## config.mk

```make
export PLATFORM = sky130hd
export DESIGN_NAME = jpi_instr_unit
export DESIGN_NICKNAME = d
export VERILOG_FILES = /design/src/rtl/jpi_pin_sync.v /design/src/rtl/jpi_tap_fsm.v /design/src/rtl/jpi_instr_unit.v
export VERILOG_INCLUDE_DIRS = /design/src /design/src/rtl
export SDC_FILE = /design/constraint.sdc
export NUM_CORES = 1
export LEC_CHECK = 0
export BUFFER_PORTS_ARGS = -buffer_cell sky130_fd_sc_hd__buf_2
export CORE_ASPECT_RATIO = 0.75
export CORE_MARGIN = 1.5
export CORE_UTILIZATION = 30
export CTS_CLUSTER_SIZE = 28
export DETAILED_ROUTE_END_ITERATION = 10
export SLEW_MARGIN = 5
export SYNTH_ARGS = -nofsm -noshare
export SYNTH_HDL_FRONTEND = slang
export SYNTH_HIERARCHICAL = 1
export SYNTH_SLANG_ARGS = --single-unit
```

## constraint.sdc

```tcl
create_clock -name SYS_CLK_I -period 6.55 [get_ports SYS_CLK_I]
set_input_delay 1.31 -clock SYS_CLK_I [delete_from_list [all_inputs] [get_ports SYS_CLK_I]]
set_output_delay 1.31 -clock SYS_CLK_I [all_outputs]
set_load 0.01 [all_outputs]
```

## src/rtl/jpi_defines.vh

```
// Purpose: constants for the test-port instruction unit
// Assumes: 8-bit instruction register, 16-bit user signature
// Notes: none
// How it works
// Leave-programming instruction clears programming mode
// Test-Logic-Reset also clears programming mode
// Signature read loads shifter, selects it
// Signature write stores shifter into memory
// Host enters programming mode before signature write
// Signature write forces outputs tri-state
// Erase-completion clears flag, blocks power sequence
// Set-completion sets flag, allows power sequence
// Reset instruction resets array sequence, macrocells
// Post-reset state equals power-up state
// Readback loads column data, increments address
// Forced condition tri-states all digital, FET outputs
// Host erases bits before programming them
// Signature read 0x17, signature write 0x1A
// Erase completion 0x24, set completion 0x2F
// Enter programming 0x15 forces tri-state; leave 0x1E
// Reset 0x22, readback autoinc 0x2A
// Standard TAP, instructions act at Update-IR
`ifndef JPI_DEFINES_VH
`define JPI_DEFINES_VH
`define JPI_IR_W 8
`define JPI_SIG_W 16
`define JPI_COL_W 81
`define JPI_ADDR_W 6
`define JPI_I_BYPASS 8'hFF
`define JPI_I_SIG_READ 8'h17
`define JPI_I_SIG_WRITE 8'h1A
`define JPI_I_DONE_ERASE 8'h24
`define JPI_I_DONE_SET 8'h2F
`define JPI_I_PROG_ENTER 8'h15
`define JPI_I_PROG_LEAVE 8'h1E
`define JPI_I_RESET 8'h22
`define JPI_I_READBACK 8'h2A
`define JPI_I_TRISTATE 8'h18
`define JPI_IR_CAPTURE 8'h01
`define JPI_DONE_RST 1'b0
`endif

```

## src/rtl/jpi_pin_sync.v

```verilog
// Purpose: three-stage pin synchroniser with agreement check
// Assumes: input is asynchronous to the system clock
// Notes: first stage read only by the second
`timescale 1ns/1ps
module jpi_pin_sync (
  input wire clk_i,
  input wire rst_b_i,
  input wire ce_i,
  input wire pin_i,
  output reg level_o
);
  reg s1;
  reg s2;
  reg s3;
  always @(posedge clk_i or negedge rst_b_i)
  begin
    if (!rst_b_i)
    begin
      s1 <= 1'b0;
      s2 <= 1'b0;
      s3 <= 1'b0;
      level_o <= 1'b0;
    end
    else if (ce_i)
    begin
      s1 <= pin_i;
      s2 <= s1;
      s3 <= s2;
      // Counts a change only once two late stages agree
      if (s2 == s3)
        level_o <= s3;
    end
  end
endmodule

```

## src/rtl/jpi_tap_fsm.v

```verilog
// Purpose: standard test-port state machine, one-hot
// Assumes: advanced once per rising test-clock edge
// Notes: outputs decoded from the state register
`timescale 1ns/1ps
module jpi_tap_fsm (
  input wire clk_i,
  input wire rst_b_i,
  input wire adv_i,
  input wire tms_i,
  output wire tlr_o,
  output wire cap_dr_o,
  output wire sh_dr_o,
  output wire upd_dr_o,
  output wire cap_ir_o,
  output wire sh_ir_o,
  output wire upd_ir_o,
  output wire rti_o
);
  localparam [15:0] S_TLR = 16'h0001;
  localparam [15:0] S_RTI = 16'h0002;
  localparam [15:0] S_SDR = 16'h0004;
  localparam [15:0] S_CDR = 16'h0008;
  localparam [15:0] S_SHD = 16'h0010;
  localparam [15:0] S_E1D = 16'h0020;
  localparam [15:0] S_PD = 16'h0040;
  localparam [15:0] S_E2D = 16'h0080;
  localparam [15:0] S_UDR = 16'h0100;
  localparam [15:0] S_SIR = 16'h0200;
  localparam [15:0] S_CIR = 16'h0400;
  localparam [15:0] S_SHI = 16'h0800;
  localparam [15:0] S_E1I = 16'h1000;
  localparam [15:0] S_PI = 16'h2000;
  localparam [15:0] S_E2I = 16'h4000;
  localparam [15:0] S_UIR = 16'h8000;
  reg [15:0] state;
  reg [15:0] next_state;
  always @*
  begin
    case (state)
      S_TLR: next_state = tms_i ? S_TLR : S_RTI;
      S_RTI: next_state = tms_i ? S_SDR : S_RTI;
      S_SDR: next_state = tms_i ? S_SIR : S_CDR;
      S_CDR: next_state = tms_i ? S_E1D : S_SHD;
      S_SHD: next_state = tms_i ? S_E1D : S_SHD;
      S_E1D: next_state = tms_i ? S_UDR : S_PD;
      S_PD: next_state = tms_i ? S_E2D : S_PD;
      S_E2D: next_state = tms_i ? S_UDR : S_SHD;
      S_UDR: next_state = tms_i ? S_SDR : S_RTI;
      S_SIR: next_state = tms_i ? S_TLR : S_CIR;
      S_CIR: next_state = tms_i ? S_E1I : S_SHI;
      S_SHI: next_state = tms_i ? S_E1I : S_SHI;
      S_E1I: next_state = tms_i ? S_UIR : S_PI;
      S_PI: next_state = tms_i ? S_E2I : S_PI;
      S_E2I: next_state = tms_i ? S_UIR : S_SHI;
      S_UIR: next_state = tms_i ? S_SDR : S_RTI;
      default: next_state = S_TLR;
    endcase
  end
  always @(posedge clk_i or negedge rst_b_i)
  begin
    if (!rst_b_i)
      state <= S_TLR;
    else if (adv_i)
      state <= next_state;
  end
  assign tlr_o = state[0];
  assign rti_o = state[1];
  assign cap_dr_o = state[3];
  assign sh_dr_o = state[4];
  assign upd_dr_o = state[8];
  assign cap_ir_o = state[10];
  assign sh_ir_o = state[11];
  assign upd_ir_o = state[15];
endmodule

```

## src/rtl/jpi_instr_unit.v

```verilog
// Purpose: test-port instruction unit for programming and control
// Assumes: TCK, TMS, TDI are pins sampled by the system clock
// Notes: TDO changes on the falling TCK edge seen by the sampler
//
// Design decisions made here: the address map and the address-and-strobe port.
`timescale 1ns/1ps
`include "jpi_defines.vh"
module jpi_instr_unit #(
  parameter SIG_W = `JPI_SIG_W,
  parameter COL_W = `JPI_COL_W,
  parameter ADDR_W = `JPI_ADDR_W
) (
  input wire SYS_CLK_I,
  input wire RST_B_I,
  input wire CE_I,
  input wire TCK_I,
  input wire TMS_I,
  input wire TDI_I,
  input wire [COL_W-1:0] ARRAY_COL_DATA_I,
  input wire [SIG_W-1:0] SIG_NV_DATA_I,
  output reg TDO_O,
  output reg TDO_OE_O,
  output reg [SIG_W-1:0] SIG_NV_WDATA_O,
  output reg SIG_NV_WRITE_O,
  output reg [ADDR_W-1:0] ARRAY_COL_ADDR_O,
  output reg PROG_MODE_O,
  output reg DONE_O,
  output reg SEQ_ENABLE_O,
  output reg LOGIC_RESET_O,
  output reg FORCED_TRISTATE_OUTPUTS_O
);

  ////////////////////////////////////////////////////////////////////////
  // Pin sampling and test-clock edge detection

  wire tck_s;
  wire tms_s;
  wire tdi_s;
  reg tck_d;

  jpi_pin_sync u_sync_tck (
    .clk_i(SYS_CLK_I),
    .rst_b_i(RST_B_I),
    .ce_i(CE_I),
    .pin_i(TCK_I),
    .level_o(tck_s)
  );
  jpi_pin_sync u_sync_tms (
    .clk_i(SYS_CLK_I),
    .rst_b_i(RST_B_I),
    .ce_i(CE_I),
    .pin_i(TMS_I),
    .level_o(tms_s)
  );
  jpi_pin_sync u_sync_tdi (
    .clk_i(SYS_CLK_I),
    .rst_b_i(RST_B_I),
    .ce_i(CE_I),
    .pin_i(TDI_I),
    .level_o(tdi_s)
  );

  always @(posedge SYS_CLK_I or negedge RST_B_I)
  begin
    if (!RST_B_I)
      tck_d <= 1'b0;
    else if (CE_I)
      tck_d <= tck_s;
  end

  wire tck_rise = CE_I & tck_s & ~tck_d;
  wire tck_fall = CE_I & ~tck_s & tck_d;

  ////////////////////////////////////////////////////////////////////////
  // Controller

  wire st_tlr;
  wire st_cdr;
  wire st_sdr;
  wire st_udr;
  wire st_cir;
  wire st_sir;
  wire st_uir;
  wire st_rti;

  jpi_tap_fsm u_tap (
    .clk_i(SYS_CLK_I),
    .rst_b_i(RST_B_I),
    .adv_i(tck_rise),
    .tms_i(tms_s),
    .tlr_o(st_tlr),
    .cap_dr_o(st_cdr),
    .sh_dr_o(st_sdr),
    .upd_dr_o(st_udr),
    .cap_ir_o(st_cir),
    .sh_ir_o(st_sir),
    .upd_ir_o(st_uir),
    .rti_o(st_rti)
  );

  ////////////////////////////////////////////////////////////////////////
  // Instruction register

  // Instructions that force every output pin to tri-state
  function forces_tristate;
    input [`JPI_IR_W-1:0] code;
    begin
      forces_tristate = (code == `JPI_I_TRISTATE) ||
        (code == `JPI_I_PROG_ENTER) ||
        (code == `JPI_I_SIG_WRITE);
    end
  endfunction

  reg [`JPI_IR_W-1:0] ir_shift;
  reg [`JPI_IR_W-1:0] ir;
  reg uir_seen;

  always @(posedge SYS_CLK_I or negedge RST_B_I)
  begin
    if (!RST_B_I)
    begin
      ir_shift <= `JPI_IR_CAPTURE;
      ir <= `JPI_I_BYPASS;
    end
    else if (tck_rise)
    begin
      if (st_tlr)
        ir <= `JPI_I_BYPASS;
      else if (st_cir)
        ir_shift <= `JPI_IR_CAPTURE;
      else if (st_sir)
        ir_shift <= {tdi_s, ir_shift[`JPI_IR_W-1:1]};
      else if (st_uir)
        ir <= ir_shift;
    end
  end

  // One-cycle pulse on the edge that leaves Update-IR, so each
  // instruction fires exactly once
  wire ir_fire = tck_rise & st_uir;

  always @(posedge SYS_CLK_I or negedge RST_B_I)
  begin
    if (!RST_B_I)
      uir_seen <= 1'b0;
    else if (CE_I)
      uir_seen <= ir_fire;
  end

  ////////////////////////////////////////////////////////////////////////
  // Data registers

  reg [SIG_W-1:0] sig_shift;
  reg [COL_W-1:0] col_shift;
  reg bypass_bit;
  reg readback_pending;
  wire sel_sig = (ir == `JPI_I_SIG_READ) || (ir == `JPI_I_SIG_WRITE);
  wire sel_col = (ir == `JPI_I_READBACK);

  always @(posedge SYS_CLK_I or negedge RST_B_I)
  begin
    if (!RST_B_I)
    begin
      sig_shift <= {SIG_W{1'b0}};
      col_shift <= {COL_W{1'b0}};
      bypass_bit <= 1'b0;
    end
    else if (uir_seen && ir == `JPI_I_SIG_READ)
      sig_shift <= SIG_NV_DATA_I;
    else if (tck_rise)
    begin
      if (st_cdr)
      begin
        bypass_bit <= 1'b0;
        if (sel_col)
          col_shift <= ARRAY_COL_DATA_I;
      end
      else if (st_sdr)
      begin
        bypass_bit <= tdi_s;
        if (sel_sig)
          sig_shift <= {tdi_s, sig_shift[SIG_W-1:1]};
        if (sel_col)
          col_shift <= {tdi_s, col_shift[COL_W-1:1]};
      end
    end
  end

  // Address advances once the column has been read out
  always @(posedge SYS_CLK_I or negedge RST_B_I)
  begin
    if (!RST_B_I)
    begin
      ARRAY_COL_ADDR_O <= {ADDR_W{1'b0}};
      readback_pending <= 1'b0;
    end
    else if (tck_rise)
    begin
      if (st_cdr && sel_col)
        readback_pending <= 1'b1;
      else if (st_udr && readback_pending)
      begin
        readback_pending <= 1'b0;
        ARRAY_COL_ADDR_O <= ARRAY_COL_ADDR_O + 1'b1;
      end
    end
  end

  ////////////////////////////////////////////////////////////////////////
  // Test data out, driven only while shifting

  always @(posedge SYS_CLK_I or negedge RST_B_I)
  begin
    if (!RST_B_I)
    begin
      TDO_O <= 1'b0;
      TDO_OE_O <= 1'b0;
    end
    else if (tck_fall)
    begin
      TDO_OE_O <= st_sdr | st_sir;
      if (st_sir)
        TDO_O <= ir_shift[0];
      else if (sel_sig)
        TDO_O <= sig_shift[0];
      else if (sel_col)
        TDO_O <= col_shift[0];
      else
        TDO_O <= bypass_bit;
    end
  end

  ////////////////////////////////////////////////////////////////////////
  // Instruction actions

  reg next_prog;
  reg next_done;
  reg next_store;
  reg next_lrst;

  // Decoded one cycle after Update-IR, once the new code has settled
  always @*
  begin
    next_prog = PROG_MODE_O;
    next_done = DONE_O;
    next_store = 1'b0;
    next_lrst = 1'b0;
    if (st_tlr)
      next_prog = 1'b0;
    else if (uir_seen)
    begin
      case (ir)
        `JPI_I_PROG_ENTER: next_prog = 1'b1;
        `JPI_I_PROG_LEAVE: next_prog = 1'b0;
        `JPI_I_DONE_ERASE: next_done = 1'b0;
        `JPI_I_DONE_SET: next_done = 1'b1;
        `JPI_I_RESET: next_lrst = 1'b1;
        // Writes only in programming mode; the host keeps order
        `JPI_I_SIG_WRITE: next_store = PROG_MODE_O;
        default: next_prog = PROG_MODE_O;
      endcase
    end
  end

  always @(posedge SYS_CLK_I or negedge RST_B_I)
  begin
    if (!RST_B_I)
    begin
      PROG_MODE_O <= 1'b0;
      DONE_O <= `JPI_DONE_RST;
      SIG_NV_WRITE_O <= 1'b0;
      SIG_NV_WDATA_O <= {SIG_W{1'b0}};
      LOGIC_RESET_O <= 1'b0;
    end
    else if (CE_I)
    begin
      PROG_MODE_O <= next_prog;
      DONE_O <= next_done;
      SIG_NV_WRITE_O <= next_store;
      LOGIC_RESET_O <= next_lrst;
      if (next_store)
        SIG_NV_WDATA_O <= sig_shift;
    end
  end

  // Sequence runs only with the flag set and no array reset pending;
  // built from the next flag value so it never outlives the flag
  always @(posedge SYS_CLK_I or negedge RST_B_I)
  begin
    if (!RST_B_I)
    begin
      SEQ_ENABLE_O <= 1'b0;
      FORCED_TRISTATE_OUTPUTS_O <= 1'b0;
    end
    else if (CE_I)
    begin
      SEQ_ENABLE_O <= next_done & ~next_lrst;
      FORCED_TRISTATE_OUTPUTS_O <= forces_tristate(ir);
    end
  end

endmodule

```

**Yosys cells after proc, flatten, opt, wreduce, memory -nomap -nowiden**

Index checks and enable logic that the tools add are counted.

- Output and inout bits: 30
- Bits in registers: 175

- Add/sub/neg operators: 1
- Reduce and logical (&&, ||, !) cells: 30
- Equal/unequal tests: 33
- Bitwise logic cells: 13
- Mux-type cells: 47

Operators with widths:

| operator | count |
|---|---|
| 81-bit two-way mux | 4 |
| 16-bit one-hot mux with 12 select lines | 1 |
| 16-bit two-way mux | 7 |
| 8-bit two-way mux | 7 |
| 8-bit by 5-bit == test with 1-bit output (second input constant) | 5 |
| 8-bit by 6-bit == test with 1-bit output (second input constant) | 4 |
| 9-bit two-way mux | 2 |
| 1-bit two-way mux | 17 |
| 16-bit by 1-bit == test with 1-bit output (second input constant) | 1 |
| 16-bit by 10-bit == test with 1-bit output (second input constant) | 1 |
| 16-bit by 11-bit == test with 1-bit output (second input constant) | 1 |
| 16-bit by 12-bit == test with 1-bit output (second input constant) | 1 |
| 16-bit by 13-bit == test with 1-bit output (second input constant) | 1 |
| 16-bit by 14-bit == test with 1-bit output (second input constant) | 1 |
| 16-bit by 15-bit == test with 1-bit output (second input constant) | 1 |
| 16-bit == test (second input constant) | 1 |
| 16-bit by 2-bit == test with 1-bit output (second input constant) | 1 |
| 16-bit by 3-bit == test with 1-bit output (second input constant) | 1 |
| 16-bit by 4-bit == test with 1-bit output (second input constant) | 1 |
| 16-bit by 5-bit == test with 1-bit output (second input constant) | 1 |
| 16-bit by 6-bit == test with 1-bit output (second input constant) | 1 |
| 16-bit by 7-bit == test with 1-bit output (second input constant) | 1 |
| 16-bit by 8-bit == test with 1-bit output (second input constant) | 1 |
| 16-bit by 9-bit == test with 1-bit output (second input constant) | 1 |
| other kinds (24) | 61 |

**Depth between registers and ports, before layout**

- Word-level depth: 7
- Mapped depth: 7
- Mapped depth without buffers: 6

**Hierarchy**

The synthesis kept the hierarchy.

Modules (own cells, without submodules):

| module | cells each | times used | area each (um^2) |
|---|---|---|---|
| jpi_instr_unit | 616 | 1 | 6,718.9 |
| jpi_tap_fsm | 120 | 1 | 1,043.5 |
| jpi_pin_sync | 10 | 3 | 156.4 |

**Least setup slack after synthesis**

Ideal clock, no wire load.

- Path type: input to register
- Start: input CE_I
- End: register ARRAY_COL_ADDR_O[1]
- Cell stages on the path: 4
- Buffers on the path: 1
- Arrival time: 2,669 ps
- Setup time: 125 ps
- Setup slack: 3,757 ps
- Cell sequence: clkbuf_1 -> nand4b_1 -> a311oi_1 -> mux2_2

- Word-level cells in the longest chain between the ends: 3

RTL lines:

| what | RTL line | RTL |
|---|---|---|
| from (decl) | jpi_instr_unit.v:15 | `input wire CE_I,` |
| 1-bit bitwise AND (2 in series) | jpi_instr_unit.v:71 | `wire tck_rise = CE_I & tck_s & ~tck_d;` |
| 3-bit AND reduction (no source line) | n/a |  |
| to (signal assigned) | jpi_instr_unit.v:194 | `ARRAY_COL_ADDR_O <= {ADDR_W{1'b0}};` |
| to (signal assigned) | jpi_instr_unit.v:204 | `ARRAY_COL_ADDR_O <= ARRAY_COL_ADDR_O + 1'b1;` |
| to (decl) | jpi_instr_unit.v:25 | `output reg [ADDR_W-1:0] ARRAY_COL_ADDR_O,` |

Every way passes these cells.
A chain may end at the register's enable or synchronous reset.

**Worst setup path after layout**

- Start: input CE_I
- End: register col_shift[5]

- Word-level cells in the longest chain between the ends: 3

RTL lines:

| what | RTL line | RTL |
|---|---|---|
| 1-bit bitwise AND (2 in series) | jpi_instr_unit.v:71 |  |
| named net tck_rise | jpi_instr_unit.v:71 |  |
| 5-bit AND reduction (no source line) | n/a |  |
| to (signal assigned) | jpi_instr_unit.v:165 | `col_shift <= {COL_W{1'b0}};` |
| to (signal assigned) | jpi_instr_unit.v:184 | `col_shift <= {tdi_s, col_shift[COL_W-1:1]};` |
| to (decl) | jpi_instr_unit.v:154 | `reg [COL_W-1:0] col_shift;` |

The timed path passes the listed nets, and every way through them passes these cells.

==> flow_summary.ini <==
[synthesis]
synth_common_cells = dfrtp_1 (165), nand2_1 (117), o21ai_0 (98)
yosys_most_used_dff = dfrtp_1
syn-cell-area_um2 = 8230
postSynthAreaPerCell_um2 = 10.7
async_reset_ff_frac = 1.00
ys_warn_count = 6
synth_seq_cells = 175
postSynthCellCount = 766
synth_top_area_frac = 0.502
ys_seq_area_frac = 0.534
synth.distinct_cells = 64
yosysTopAreaCell = dfrtp_1
synthesis.nets = 870
synthTopCellsByArea = dfrtp_1 (50%), mux2i_1 (10%), o21ai_0 (6.0%), nand2_1 (5.3%), mux2_2 (3.7%)
synth.most_common_cell = dfrtp_1
synth_edf_count = 0

[cts]
cts.sinks = 175
cts_root_buf = clkbuf_16
clock_path_buffers = 2
clk_pin_slew_ps = 70
cts_tree = done
cts_buffers = 17
cts_resized = 0
insertion_delay_ps = 430
ctsHoldBuffers = 0
cts_max_level = 4
post_cts_buffers = 0

[critical_path]
start_kind = input port
slowest_stage = inv_1
max_stage_delay_ps = 780
arrival_ps = 3750
path_cells = buf_2, nand3b_1, inv_1, o2111ai_4, buf_12, nand2_1, o21ai_0
worstPathRequired_ps = 6830
critPathKind = input port to flop
cp-end-kind = flop
cp_max_fo = 162
crit_start = CE_I
reg2reg_from = u_tap/state[3]

[power_and_ir_drop]
powerDensity_nw_per_um2 = 310
combinationalPowerShare = 0.181
power.total_w = 0.00307
p_clk_frac = 0.372
internal_power_w = 0.00216
p_sw_frac = 0.295
switchingPower_w = 0.000903
sequentialPowerShare = 0.447
leakagePower_nw = 4.25
peakVddDrop_v = 0.000216

[sta]
fin_skew_ps = 10.5
fin_crit_sh = 0.529
finalHoldViolations = 0
setup_viol = 0
fin_setup_tns_ps = 0
relSlewSlack = 0.247
timing.fmax_ghz = 0.289
rsz0062_at_grt = no
post-route-min-period_ps = 3460
holdWs_ps = 477
worst_pin_slew_ps = 1120
drv_slew = 0

[final_layout]
synthToLayoutAreaGrowth_pct = 20.1
multiInputGateArea_um2 = 3570
finalNonFillerCells = 1242
nNetsFinal = 978
register_area_um2 = 4400
drive_gt1_frac = 0.251
fin_area_um2 = 9890
fillers = 2716

[grt]
grt_max_degree = 163
grt-ovfl-total = 0
antenna_found_initial = 9
grt_pass1_wl_mm = 31.2
grt_pass1_vias = 5903
track_usage = 0.137

[place]
postPlaceCellArea_um2 = 9220
gp_congestion = 0.800
port_buffers = 132
dp.cells = 1206
dpl.hpwl_mm = 12.7

[die]
num_io_pins = 133
dieArea_um2 = 28500
core_area_um2 = 27000
start_util = 0.305
die_w_um = 194
die_h_um = 146
fp-row-count = 52

[worst_hold_path]
min_from = ARRAY_COL_ADDR_O[5]
hp-class = flop to flop

[detailed_routing]
vias = 5987
drtPass1Iterations = 4
via_per_inst = 4.82
ant_nets = 0
drt_iter0_markers = 343
route.detailed.drc = 0
wl_per_cell_um = 15.1
routed_wl_mm = 18.8

[run_status]
run_status = complete, no violations

[run]
max-cap-violations = 0
-- registers in the layout (all words and copies together) (netlist names), 6 cells and up --
name              flops
ir                    8
ir_shift              8
sig_shift            16
ARRAY_COL_ADDR_O      6
SIG_NV_WDATA_O       16
col_shift            81
u_tap/state          16
-- cells in the final DEF (no fill, tap or decap), types with 9 or more instances in the layout --
cell       synthesis  routed
nand2b_1          12      12
inv_1             21      21
nand2_1          117     117
a221o_1           16      16
dfstp_2           10      10
o22ai_1            9       9
o21ai_0           98      98
nor2_1            14      14
mux2i_1           82      82
nand3b_1           9       9
clkbuf_16          0      17
nor3b_1           18      18
buf_2              6     131
dfrtp_1          165     164
mux2_2            27      27
-- cells by family (layout without fill, tap and decap cells) --
group           count (synthesis)  after routing  synth area share
simple gates                  231            231             0.152
buf+inv                        70            191            0.0351
mux                           109            109             0.137
compound gates                166            166             0.126
xor+xnor                       14             14            0.0149
flops                         175            175             0.534
other cells                     0              4                 0
fa+ha+maj                       1              1           0.00152
-- stage by stage --
step / util / setup WS [ps]
6_report: 0.366 / 3090
2_1_floorplan: - / 3760
5_1_grt: 0.366 / 2780
3_5_place_dp: 0.341 / 2680
3_3_place_gp: 0.341 / 2730
4_1_cts: 0.366 / 3150
-- area by class of cell --
type	count	area share
diodes	4	0.00101
clock buffers	20	0.0462
clock inverters	12	0.0208
inverters	22	0.00835
multi-input cells	521	0.361
flip-flops and latches	175	0.445
well taps	351	0.0444
repair buffers	137	0.0738
-- power groups by stage --
| stage | Combinational (W) | Sequential (W) | Clock [W] |
|---|---|---|---|
| global placement | 0.000556 | 0.00139 | 0 |
| finish | 0.000556 | 0.00137 | 0.00114 |
| global route | 0.000623 | 0.00139 | 0.00122 |
| detailed placement | 0.000557 | 0.00139 | 0 |
| CTS | 0.000560 | 0.00137 | 0.00118 |
| floorplan | 0.000478 | 0.00128 | 0 |
-- worst paths after layout --
| path | to | slack (ps) | cells after the start |
|---|---|---|---|
| max in group asynchronous | u_tap/state[3] | 4630 | 2 |
| hold / removal | ARRAY_COL_ADDR_O[5] | 480 | 1 |
| setup / recovery | col_shift[5] | 3090 | 7 |
| setup reg to reg | u_tap/state[14] | 3370 | 6 |
| hold reg to reg | ARRAY_COL_ADDR_O[5] | 480 | 1 |
| min in group asynchronous | ARRAY_COL_ADDR_O[5] | 920 | 1 |
-- per-layer routing --
layer | track usage | share of wire
met5 | 0 | 0.0022
met4 | 0.0371 | 0.0095
met3 | 0.0566 | 0.078
met2 | 0.188 | 0.41
met1 | 0.195 | 0.51
-- critical path: cells and delay by family --
kind | cells | cell delay (ps)
AOI/OAI and AO/OA | 2 | 300
and+or+nand+nor | 2 | 520
buffers and inverters | 3 | 1450
Power figures use the tool's default switching activity.
